`src/hw/shutter_pkg.sv`:
```
package shutter_pkg;
  localparam int unsigned CLK_HZ       = 125_000_000;
  localparam int unsigned US_PER_S     = 1_000_000;
  localparam int unsigned TICK_CYCLES  = CLK_HZ / US_PER_S;
  localparam int unsigned US_PER_MS    = 1000;
  localparam int unsigned NUM_LINES    = 4;
  localparam int unsigned PERIOD_MS_W  = 16;
  localparam int unsigned TIME_US_W    = 26;
  // Idle cycle of one microsecond so a first correction lands at once
  localparam logic [PERIOD_MS_W-1:0] PERIOD_RESET = 16'h0000;

  typedef struct packed {
    logic [TIME_US_W-1:0] on_us;
    logic [TIME_US_W-1:0] off_us;
    logic                 right_eye;
    logic                 enable;
  } line_cfg_t;

  typedef struct packed {
    logic [PERIOD_MS_W-1:0]         period_ms;
    logic [TIME_US_W-1:0]           phase_adj_us;
    line_cfg_t [NUM_LINES-1:0]      line;
  } timing_msg_t;
endpackage

```
`src/hw/stereo_shutter_pulse_timer.sv`:
```
`timescale 1ns/1ps
module stereo_shutter_pulse_timer #(
  parameter int unsigned LINES = shutter_pkg::NUM_LINES
) (
  input  wire logic                                clk_i,
  input  wire logic                                arst_n_i,
  input  wire logic                                msg_valid_i,
  input  wire shutter_pkg::timing_msg_t            msg_i,
  output logic [LINES-1:0]                         shutter_o,
  output logic [LINES-1:0]                         eye_right_o,
  output logic                                     cycle_start_o,
  output logic                                     msg_pending_o
);
  localparam int unsigned TW = shutter_pkg::TIME_US_W;
  localparam int unsigned TC = shutter_pkg::TICK_CYCLES;

  // Refuse sizes the logic cannot serve
  if (LINES < 1 || LINES > shutter_pkg::NUM_LINES) begin : g_bad_lines
    $error("LINES must be 1 to 4");
  end

  // Prescaler is only eight bits wide
  if (TC < 1 || TC > 256) begin : g_bad_tick
    $error("TICK_CYCLES must be 1 to 256");
  end

  // Longest period must fit the microsecond counter
  if (TW < 26) begin : g_bad_time
    $error("TIME_US_W too narrow for 65535 ms");
  end

  // One-microsecond enable from the system clock
  logic [7:0] pre_q;
  logic [7:0] pre_d;
  logic       tick;

  assign tick = (pre_q == 8'(TC - 1));

  always_comb begin
    if (tick) begin
      pre_d = 8'h00;
    end else begin
      pre_d = pre_q + 8'h01;
    end
  end

  always_ff @(posedge clk_i or negedge arst_n_i) begin
    if (!arst_n_i) begin
      pre_q <= 8'h00;
    end else begin
      pre_q <= pre_d;
    end
  end

  // Message path
  shutter_pkg::timing_msg_t act_q;
  shutter_pkg::timing_msg_t act_d;
  shutter_pkg::timing_msg_t pend_q;
  logic                     pend_v_q;
  logic                     pend_v_d;
  logic                     apply;

  // Cycle path
  logic [TW-1:0]            cyc_q;
  logic [TW-1:0]            cyc_d;
  logic [TW-1:0]            period_us;
  logic                     wrap;

  // Period in microseconds; 65535 ms still fits in 26 bits
  assign period_us = TW'(act_q.period_ms) *
                     TW'(shutter_pkg::US_PER_MS);

  // Period zero wraps on every tick
  assign wrap  = tick && (cyc_q + TW'(1) >= period_us);
  assign apply = wrap && pend_v_q;

  // Shared cycle counter for every line
  // Limitation: a phase beyond the new period wraps on the next tick
  always_comb begin
    if (apply) begin
      cyc_d = pend_q.phase_adj_us;
    end else if (wrap) begin
      cyc_d = '0;
    end else if (tick) begin
      cyc_d = cyc_q + TW'(1);
    end else begin
      cyc_d = cyc_q;
    end
  end

  always_ff @(posedge clk_i or negedge arst_n_i) begin
    if (!arst_n_i) begin
      cyc_q <= '0;
    end else begin
      cyc_q <= cyc_d;
    end
  end

  // A message in the wrap cycle stays pending for the next boundary
  assign pend_v_d = msg_valid_i || (pend_v_q && !wrap);

  always_ff @(posedge clk_i or negedge arst_n_i) begin
    if (!arst_n_i) begin
      pend_v_q <= 1'b0;
    end else begin
      pend_v_q <= pend_v_d;
    end
  end

  // Newest message replaces an older one not yet applied
  always_ff @(posedge clk_i or negedge arst_n_i) begin
    if (!arst_n_i) begin
      pend_q <= '0;
    end else if (msg_valid_i) begin
      pend_q <= msg_i;
    end
  end

  // Whole set switches at once, so no pulse is cut or doubled
  always_comb begin
    if (apply) begin
      act_d = pend_q;
    end else begin
      act_d = act_q;
    end
  end

  // Shutter and eye outputs idle low until the first message is applied
  always_ff @(posedge clk_i or negedge arst_n_i) begin
    if (!arst_n_i) begin
      act_q           <= '0;
      act_q.period_ms <= shutter_pkg::PERIOD_RESET;
    end else begin
      act_q <= act_d;
    end
  end

  // One comparator cell per line, all fed by the same counter
  for (genvar i = 0; i < LINES; i++) begin : g_line
    shutter_line_cell #(
      .TW(TW)
    ) shutter_line_cell_i (
      .clk_i      (clk_i),
      .arst_n_i   (arst_n_i),
      .cyc_i      (cyc_q),
      .on_us_i    (act_q.line[i].on_us),
      .off_us_i   (act_q.line[i].off_us),
      .enable_i   (act_q.line[i].enable),
      .eye_right_i(act_d.line[i].right_eye),
      .shutter_o  (shutter_o[i]),
      .eye_right_o(eye_right_o[i])
    );
  end

  // Status flags move on the same edge as the boundary
  always_ff @(posedge clk_i or negedge arst_n_i) begin
    if (!arst_n_i) begin
      cycle_start_o <= 1'b0;
    end else begin
      cycle_start_o <= wrap;
    end
  end

  always_ff @(posedge clk_i or negedge arst_n_i) begin
    if (!arst_n_i) begin
      msg_pending_o <= 1'b0;
    end else begin
      msg_pending_o <= pend_v_d;
    end
  end
endmodule

module shutter_line_cell #(
  parameter int unsigned TW = shutter_pkg::TIME_US_W
) (
  input  wire logic          clk_i,
  input  wire logic          arst_n_i,
  input  wire logic [TW-1:0] cyc_i,
  input  wire logic [TW-1:0] on_us_i,
  input  wire logic [TW-1:0] off_us_i,
  input  wire logic          enable_i,
  input  wire logic          eye_right_i,
  output logic               shutter_o,
  output logic               eye_right_o
);

  if (TW < 1) begin : g_bad_width
    $error("TW must be at least 1");
  end

  logic on_d;

  // Line is high from on_us up to off_us within each cycle
  // Equal or reversed times give no pulse at all
  always_comb begin
    on_d = 1'b0;
    if (enable_i) begin
      if ((cyc_i >= on_us_i) && (cyc_i < off_us_i)) begin
        on_d = 1'b1;
      end
    end
  end

  always_ff @(posedge clk_i or negedge arst_n_i) begin
    if (!arst_n_i) begin
      shutter_o <= 1'b0;
    end else begin
      shutter_o <= on_d;
    end
  end

  // Eye select follows the set that is live in this cycle
  always_ff @(posedge clk_i or negedge arst_n_i) begin
    if (!arst_n_i) begin
      eye_right_o <= 1'b0;
    end else begin
      eye_right_o <= eye_right_i;
    end
  end
endmodule

```
`config.mk`:
```
export PLATFORM = sky130hd
export DESIGN_NAME = stereo_shutter_pulse_timer
export DESIGN_NICKNAME = d
export VERILOG_FILES = /design/src/hw/shutter_pkg.sv /design/src/hw/stereo_shutter_pulse_timer.sv
export SDC_FILE = /design/constraint.sdc
export NUM_CORES = 1
export LEC_CHECK = 0
export BUFFER_PORTS_ARGS = -buffer_cell sky130_fd_sc_hd__buf_2
export CAP_MARGIN = 20
export CELL_PAD_IN_SITES_DETAIL_PLACEMENT = 1
export CELL_PAD_IN_SITES_GLOBAL_PLACEMENT = 2
export CORE_AREA = 2 2 253 255
export CTS_BUF_LIST = sky130_fd_sc_hd__clkbuf_4 sky130_fd_sc_hd__clkbuf_8
export CTS_CLUSTER_SIZE = 14
export DETAILED_ROUTE_END_ITERATION = 10
export DIE_AREA = 0 0 255 257
export GPL_TIMING_DRIVEN = 0
export PLACE_DENSITY_LB_ADDON = 0.1
export REMOVE_ABC_BUFFERS = 1
export SYNTH_ARGS = -nofsm -noshare
export SYNTH_HDL_FRONTEND = slang
export SYNTH_HIERARCHICAL = 1
export SYNTH_SLANG_ARGS = --single-unit
```
`constraint.sdc`:
```
create_clock -name clk_i -period 14.1 [get_ports clk_i]
set_input_delay 1.41 -clock clk_i [delete_from_list [all_inputs] [get_ports clk_i]]
set_output_delay 1.41 -clock clk_i [all_outputs]
set_load 0.1 [all_outputs]
```
==> results.ini, run 1 <==
[die]
dieHeight_um=257
core.rowCount=92
coreArea_um2=62740
die_w_um=255
ioPinCount=271
start_util=0.4567
dieArea_um2=65540

[sta]
final.min_clock_period_ns=9.366
tightest_slew_ns=0.9673
relSlewSlack=0.3552
fin_setup_tns_ns=0
period_share=0.6642
fmax_mhz=106.8
fin_skew_ns=0.04114
setup_viol=0
final_hold_viol_count=0
drv_slew=0
rsz0062_at_grt=false

[synthesis]
netlist_area_um2=28650
synth_edf_count=0
synth.avg_cell_area_um2=12.16
yosysWarnings=6
synthCells=2357
ys_seq_area_frac=0.4664
ys_types=51
ys_async_sr_fraction=1.000
synth_flop_cell=dfrtp_1
ys_ff_latch=534

[power_and_ir_drop]
power_density_nw_per_um2=102.8
p_sw_frac=0.2350
switching_power_mw=0.8040
peakVddDrop_uv=66.59
intPower_mw=2.618
seq_power_share=0.482
comb_power_share=0.052
clkPwrFrac=0.466
p_leak_nw=16.03

[clock_tree]
clockBufferDepth=3
cts_setup_buffers=0
cts_buffers=95
ctsHoldBuffers=0
cts_resized=0
clk_latency_ns=0.71
cts_tree=built
numClockSinks=534
clockRootBuffer=clkbuf_8
path_clk_slew_ns=0.07
htreeDepth=3

[grt]
grt_max_degree=101
grt_pass1_wl_um=115400
grt_pass1_vias=20930
gr-max-usage-layer=met2
grtUsageMet2=0.3933
grt-ovfl-total=0
grt_use_met1=0.2888
antenna_found_initial=5
use_met3=0.04016
gr-usage-all-layers=0.2271

[setup_path]
cp-startpoint=act_q[248]$_DFFE_PN0P_
critical_path_arrival_ns=9.95
slowest_delay_ns=0.67
cp-endpoint=act_q[147]$_DFFE_PN0P_
endpoint_kind=flip-flop
reg2reg_slack_ns=4.73
crit_type=reg2reg
required_ns=14.68
crit_fanout=44
cpMostUsedCell=fa_1
critPathSlowestCell=a21o_1
ff2ff_path_depth=26
r2r_start=act_q[248]$_DFFE_PN0P_
critPathLaunchType=flip-flop
worstReg2RegEnd=act_q[147]$_DFFE_PN0P_

[layout]
drive_gt1_frac=0.3454
nFillCells=6633
final-seq-area_um2=13360
multiInputGateArea_um2=13810
finalNetCount=3264
areaGrowthSynthToFinish_pct=16.16
fin_cells=3598

[drt]
drc=0
vias=18990
wl_um=72310
routedWlPerCell_um=20.10
avgViaCountPerCell=5.278
antenna_left=0
first_iter_violations=535
dr.pass1.iters=4

[placement]
gp_congestion=0.8172
dp.cells=3415
place_hpwl_um=53010
portBuffers=270

[status]
status=complete, no violations

[hold_path]
min_path_type=reg2reg

[flow_run]
cap_violations=0

[registers in the layout, indices dropped and copies added, names as in the netlist]
| register | cells |
|---|---|
| pend_v_q | 1 |
| g_line.shutter_line_cell_i/shutter_o | 4 |
| g_line.shutter_line_cell_i/eye_right_o | 4 |
| act_q | 232 |
| cyc_q | 26 |
| pre_q | 8 |
| pend_q | 258 |
| cycle_start_o | 1 |
[layout make-up]
type                            count  area share
Sequential cell                   534      0.4015
Antenna cell                        7   0.0005264
Timing Repair Buffer              285     0.05301
Clock buffer                      157     0.05967
Tap cell                          846     0.03181
Clock inverter                     19    0.005113
Inverter                          295     0.03327
Multi-Input combinational cell   1455      0.4151
[routing by layer]
metal  up-vias  wire length [um]  part of all wire
li1       8896                 -                 -
met2       303             36620              0.51
met4         0              1871             0.026
met1      9668             31320              0.43
met5         -                 0                 0
met3       125              2503             0.035
[critical path, delay by kind of cell, from the launching register on]
kind | cells | cell delay, ns
flip-flops | 1 | 0.46
AO/OA/AOI/OAI | 7 | 2.47
AND/OR/NAND/NOR | 5 | 1.65
adder cells (fa/ha/maj) | 6 | 2.65
multiplexers | 2 | 0.55
buffers and inverters | 6 | 1.35
[cell families (layout without fill, tap and decap cells)]
| group | after synthesis | in the layout | synth area share |
|---|---|---|---|
| AND/OR/NAND/NOR | 300 | 300 | 0.05289 |
| adder cells (fa/ha/maj) | 337 | 337 | 0.1613 |
| flip-flops | 534 | 534 | 0.4664 |
| AO/OA/AOI/OAI | 294 | 294 | 0.06599 |
| other | 0 | 7 | 0 |
| buffers and inverters | 368 | 756 | 0.05153 |
| XOR/XNOR | 46 | 46 | 0.01406 |
| multiplexers | 478 | 478 | 0.1878 |
[cell usage in the layout (no fill, tap or decap), types with 19 or more instances in the layout]
| master | instances |
|---|---|
| buf_2 | 268 |
| nor2_1 | 55 |
| a221o_1 | 22 |
| a21o_1 | 23 |
| xor2_1 | 19 |
| ha_1 | 283 |
| nand2_1 | 77 |
| mux2_2 | 476 |
| inv_1 | 295 |
| clkbuf_8 | 129 |
| o21ai_0 | 78 |
| xnor2_1 | 27 |
| dfrtp_1 | 534 |
| fa_1 | 54 |
| nand4_1 | 37 |
| a21oi_1 | 93 |
| nand3_1 | 41 |
| clkbuf_4 | 28 |
[worst min-delay path by stage]
stage                            start                                                  end  slack [ns]  cells after the start
2_1_floorplan  pend_q[243]$_DFFE_PN0P_                               act_q[243]$_DFFE_PN0P_        0.46                      2
3_3_place_gp      act_q[163]$_DFF_PN0_  g_line[3].shutter_line_cell_i/eye_right_o$_DFF_PN0_        0.48                      1
3_5_place_dp       act_q[55]$_DFF_PN0_                                  act_q[55]$_DFF_PN0_        0.48                      1
4_1_cts         pend_q[42]$_DFFE_PN0P_                                act_q[42]$_DFFE_PN0P_        0.49                      1
5_1_grt        pend_q[138]$_DFFE_PN0P_                               act_q[138]$_DFFE_PN0P_        0.51                      1
6_report        pend_q[42]$_DFFE_PN0P_                                act_q[42]$_DFFE_PN0P_        0.49                      1
[per-stage QoR]
step	area (um^2)	hold slack, ns	total power, mW	setup slack, ns	utilization
floorplan	28280	0.4648	1.736	5.714	-
global placement	30690	0.4783	1.856	0.5931	0.4892
detailed placement	31110	0.4848	1.860	4.597	0.4958
CTS	33260	0.4908	3.484	4.572	0.5302
global route	33270	0.5064	3.577	4.190	0.5304
finish	33280	0.4862	3.422	4.734	0.5305
[synthesized netlist by cell type (2+ instances only)]
master / n / area, um^2
a41oi_1: 4 / 35.03
nand4_1: 37 / 231.5
a31oi_1: 10 / 62.56
ha_1: 283 / 3541
a211oi_2: 4 / 50.05
a221o_1: 22 / 220.2
a21oi_1: 93 / 465.5
buf_6: 9 / 101.4
o211ai_1: 8 / 60.06
xnor2_1: 27 / 236.5
or3_1: 8 / 50.05
and4_1: 7 / 61.31
xor2_1: 19 / 166.4
o21a_1: 3 / 22.52
dfrtp_1: 534 / 13360
o2111ai_1: 4 / 35.03
nor4_1: 12 / 75.07
and2_1: 13 / 81.33
nor2b_1: 12 / 75.07
a22oi_1: 5 / 37.54
o21bai_1: 6 / 45.04
o21ai_0: 78 / 390.4
a21o_1: 23 / 172.7
fa_1: 54 / 1081
a211o_1: 4 / 35.03
inv_1: 295 / 1107
mux2_2: 476 / 5360
and3_1: 13 / 81.33
nor2_1: 56 / 210.2
a211oi_1: 15 / 112.6
clkbuf_1: 41 / 153.9
a2111oi_0: 6 / 52.55
nand2b_1: 7 / 43.79
nor3_1: 11 / 55.05
nand3_1: 41 / 205.2
buf_2: 22 / 110.1
o211ai_2: 4 / 50.05
nand2_1: 77 / 289.0
mux2i_1: 2 / 20.02
[power groups by stage]
stage                     clock (mW)  combinational [mW]  sequential, mW
after floorplan                    0              0.0788            1.66
after global placement             0               0.183            1.67
after detailed placement           0               0.184            1.68
after CTS                       1.65               0.185            1.65
after global routing            1.72               0.198            1.66
final                           1.59               0.179            1.65
Note: power is estimated with default switching activity, not from simulation.
==> inputs of run 2 (changes only) <==
Settings changed: ABC_AREA set to 1, CORE_AREA 2 2 253 255 to 2 2 298 300, DIE_AREA 0 0 255 257 to 0 0 300 302.
Clock period 14.1 ns to 7.5 ns, I/O delays scaled along.
==> run 2 against run 1 <==
Sequential share of layout area decreased by 2.4 points; wire length rose by 28%; highest routed layer unchanged; worst hold slack got worse by 0.23 ns; core utilization decreased by 13 points; synthesized area is 5.9% higher; largest power group unchanged.
==> results.ini, run 2 <==
[status]
status=complete, no violations

[synthesis]
yosysTopAreaCellShare=0.4406  ; -0.02582
yosys.area.top_type=dfrtp_1
synth_flop_cell=dfrtp_1
synth_edf_count=0  ; unchanged
ys_types=36  ; -29%
synthTopCellsByCount=nand2_1 (831), dfrtp_1 (534), inv_1 (438), ha_1 (283), mux2_2 (258)
netlist_area_um2=30330  ; +5.9%
ys_seq_area_frac=0.4406  ; -0.02582
ys_async_sr_fraction=1.000  ; unchanged
synthCells=3317  ; +41%
ys_ff_latch=534  ; unchanged
synthTopCellsByArea=dfrtp_1 (44%), ha_1 (12%), nand2_1 (10%)
yosysWarnings=6  ; unchanged
synth_most_common_cell=nand2_1
synth.avg_cell_area_um2=9.144  ; -25%

[power_and_ir_drop]
power_density_nw_per_um2=181.7  ; +77%
p_leak_nw=18.12  ; +13%
clkPwrFrac=0.464  ; -0.002
seq_power_share=0.484  ; +0.002
peakVddDrop_uv=124.2  ; +87%
switching_power_mw=1.529  ; +90%
intPower_mw=4.899  ; +87%
p_sw_frac=0.2379  ; +0.002915
comb_power_share=0.052  ; about the same

[hold_path]
worstHoldStart=msg_i[32]
worstHoldPathCells=2  ; +1
min_path_type=in2reg
min_to=pend_q[32]$_DFFE_PN0P_

[layout]
final_common_cell=nand2_1
areaGrowthSynthToFinish_pct=16.65
largest_registers=pend_q x258, act_q x232, cyc_q x26
largest_register=pend_q
layout_common_cells=nand2_1 (831), dfrtp_1 (530), inv_1 (434)
largest_register_ffs=258  ; unchanged
drive_gt1_frac=0.2169  ; -0.1284
finalNetCount=4200  ; +29%
fin_cells=4840  ; +35%

[clock_tree]
clk_latency_ns=0.73  ; +0.02 ns
clockRootBuffer=clkbuf_8
path_clk_slew_ns=0.06  ; about the same
htreeDepth=3  ; unchanged
cts_buffers=101  ; +6.3%
cts_tree=built
numClockSinks=534  ; unchanged
clockBufferDepth=3  ; unchanged

[grt]
gr-usage-all-layers=0.2063  ; -0.02087
grt-ovfl-total=0  ; unchanged
grt_max_degree=127  ; +26%
grt_pass1_wl_um=144700  ; +25%
grt_pass1_vias=25720  ; +23%
antenna_found_initial=2  ; -3

[setup_path]
r2r_start=act_q[251]$_DFFE_PN0P_
crit_type=reg2reg
worstReg2RegEnd=act_q[18]$_DFFE_PN0P_
ff2ff_path_depth=30  ; +15%
required_ns=8.16  ; -6.52 ns
critPathLaunchType=flip-flop
reg2reg_slack_ns=0.62  ; -4.12 ns
crit_fanout=49  ; +11%
critPathSlowestCell=fa_1
cpMostUsedCell=nand2_1
slowest_delay_ns=0.51  ; -0.16 ns
endpoint_kind=flip-flop
critical_path_arrival_ns=7.54  ; -2.41 ns

[placement]
pre_cts_ws_ns=-1.127  ; -5.724 ns
gp_congestion=0.7999  ; -2.1%
dp.cells=4649  ; +36%
place_hpwl_um=64380  ; +21%
portBuffers=270  ; unchanged

[drt]
avgViaCountPerCell=4.832  ; -8.5%
antenna_left=0  ; unchanged
routedWlPerCell_um=19.13  ; -4.8%
dr.pass1.iters=5  ; +1
first_iter_violations=931  ; +74%
vias=23390  ; +23%
wl_um=92590  ; +28%
drc=0  ; unchanged

[sta]
setup_viol=0  ; unchanged
fmax_mhz=145.3  ; +36%
relSlewSlack=0.3273  ; -0.02785
fin_ws_ns=0.6156  ; -4.119 ns
final.min_clock_period_ns=6.884  ; -2.481 ns
final_hold_viol_count=0  ; unchanged
fin_skew_ns=0.03882  ; -0.002318 ns
drv_slew=0  ; unchanged
tightest_slew_ns=1.009  ; +0.04178 ns
period_share=0.9179  ; +0.2537

[die]
dieHeight_um=302  ; +18%
coreArea_um2=87560  ; +40%
start_util=0.3464  ; -0.1103
dieArea_um2=90600  ; +38%
ioPinCount=271  ; unchanged
die_w_um=300  ; +18%
core.rowCount=109  ; +18%

[flow_run]
cap_violations=0  ; unchanged

run 2: cell count changes after synthesis, moves of 22 or more:
cell and change:
buf_2 +28, a221o_1 -22, nor2_1 +138, mux2_2 -218
nand2_1 +754, inv_1 +143, o21ai_0 +172, a21oi_1 +32
run 2: layout make-up:
class                   count  area [um^2]
clock buffers             159         2019
fillers                 10230        52180
diodes                      1        2.502
well taps                1165         1458
multi-input cells        2220        14830
inverters                 449         1700
repair buffers            296         1902
clock inverters            16        96.34
flip-flops and latches    534        13370
run 2: power by group through the flow:
| stage | Clock [mW] | Sequential (mW) | Combinational (mW) |
|---|---|---|---|
| after floorplan | 0 | 3.12 | 0.145 |
| after global placement | 0 | 3.16 | 0.342 |
| after detailed placement | 0 | 3.16 | 0.343 |
| after CTS | 3.12 | 3.11 | 0.345 |
| after global routing | 3.24 | 3.13 | 0.370 |
| final | 2.98 | 3.11 | 0.334 |
run 2: repair_timing:
| item | 4_1_cts | 5_1_grt |
|---|---|---|
| hold buffers | 1 | 0 |
| cloned | 5 | 2 |
| setup endpoints to repair | 238 | 163 |
| pin swaps | 3 | 1 |
| endpoints found under the hold margin | 12 | 0 |
| buffers inserted | 2 | 4 |
| resized for setup | 0 | 8 |
run 2: logic make-up (layout without fill, tap and decap cells):
group / Yosys count / in the layout / share of synthesized area
and+or+nand+nor: 1178 / 1184 / 0.1587
buffers and inverters: 569 / 920 / 0.07323
DFF: 534 / 534 / 0.4406
AOI/OAI and AO/OA: 409 / 409 / 0.07001
adders and majority gates: 337 / 337 / 0.1524
muxes: 258 / 258 / 0.09579
xor gates and xnor gates: 32 / 32 / 0.009241
other: 0 / 1 / 0
run 2: worst max-delay path, delay by kind of cell (launching register included):
family	cells	cell delay [ns]
compound gates	3	0.58
xor+xnor	1	0.17
fa+ha+maj	6	2.65
buf+inv	8	1.24
flops	1	0.43
simple gates	12	1.67
run 2: how the worst max path moves through the flow:
stage	end	slack, ns	cells after the start	from
floorplan	act_q[243]$_DFFE_PN0P_	-3.90	25	act_q[249]$_DFFE_PN0P_
finish	act_q[18]$_DFFE_PN0P_	0.62	30	act_q[251]$_DFFE_PN0P_
detailed placement	act_q[18]$_DFFE_PN0P_	-1.13	30	act_q[249]$_DFFE_PN0P_
CTS	act_q[18]$_DFFE_PN0P_	0.17	31	act_q[242]$_DFFE_PN0P_
global placement	act_q[123]$_DFFE_PN0P_	-14.58	4	pend_v_q$_DFF_PN0_
global route	act_q[17]$_DFFE_PN0P_	-0.01	31	act_q[251]$_DFFE_PN0P_
run 2: per-stage QoR:
stage | power, mW | TNS [ns] | area, um^2 | hold WS [ns] | utilization
floorplan | 3.268 | -877.60 | 29790 | 0.4422 | -
global placement | 3.504 | -6138.56 | 32600 | 0.4571 | 0.3724
detailed placement | 3.507 | -178.94 | 33080 | 0.4663 | 0.3778
CTS | 6.580 | 0 | 35270 | 0.1502 | 0.4029
global route | 6.739 | -0.02407 | 35380 | 0.1989 | 0.4041
finish | 6.428 | 0 | 35380 | 0.2523 | 0.4041
run 2: layer usage:
layer	part of all wire	track usage	vias to the layer above	wire, um
li1	-	-	11230	-
met2	0.49	0.3539	353	44920
met1	0.46	0.2705	11690	42400
met3	0.037	0.03160	114	3437
met5	0	0	-	0
met4	0.020	0.05690	0	1829
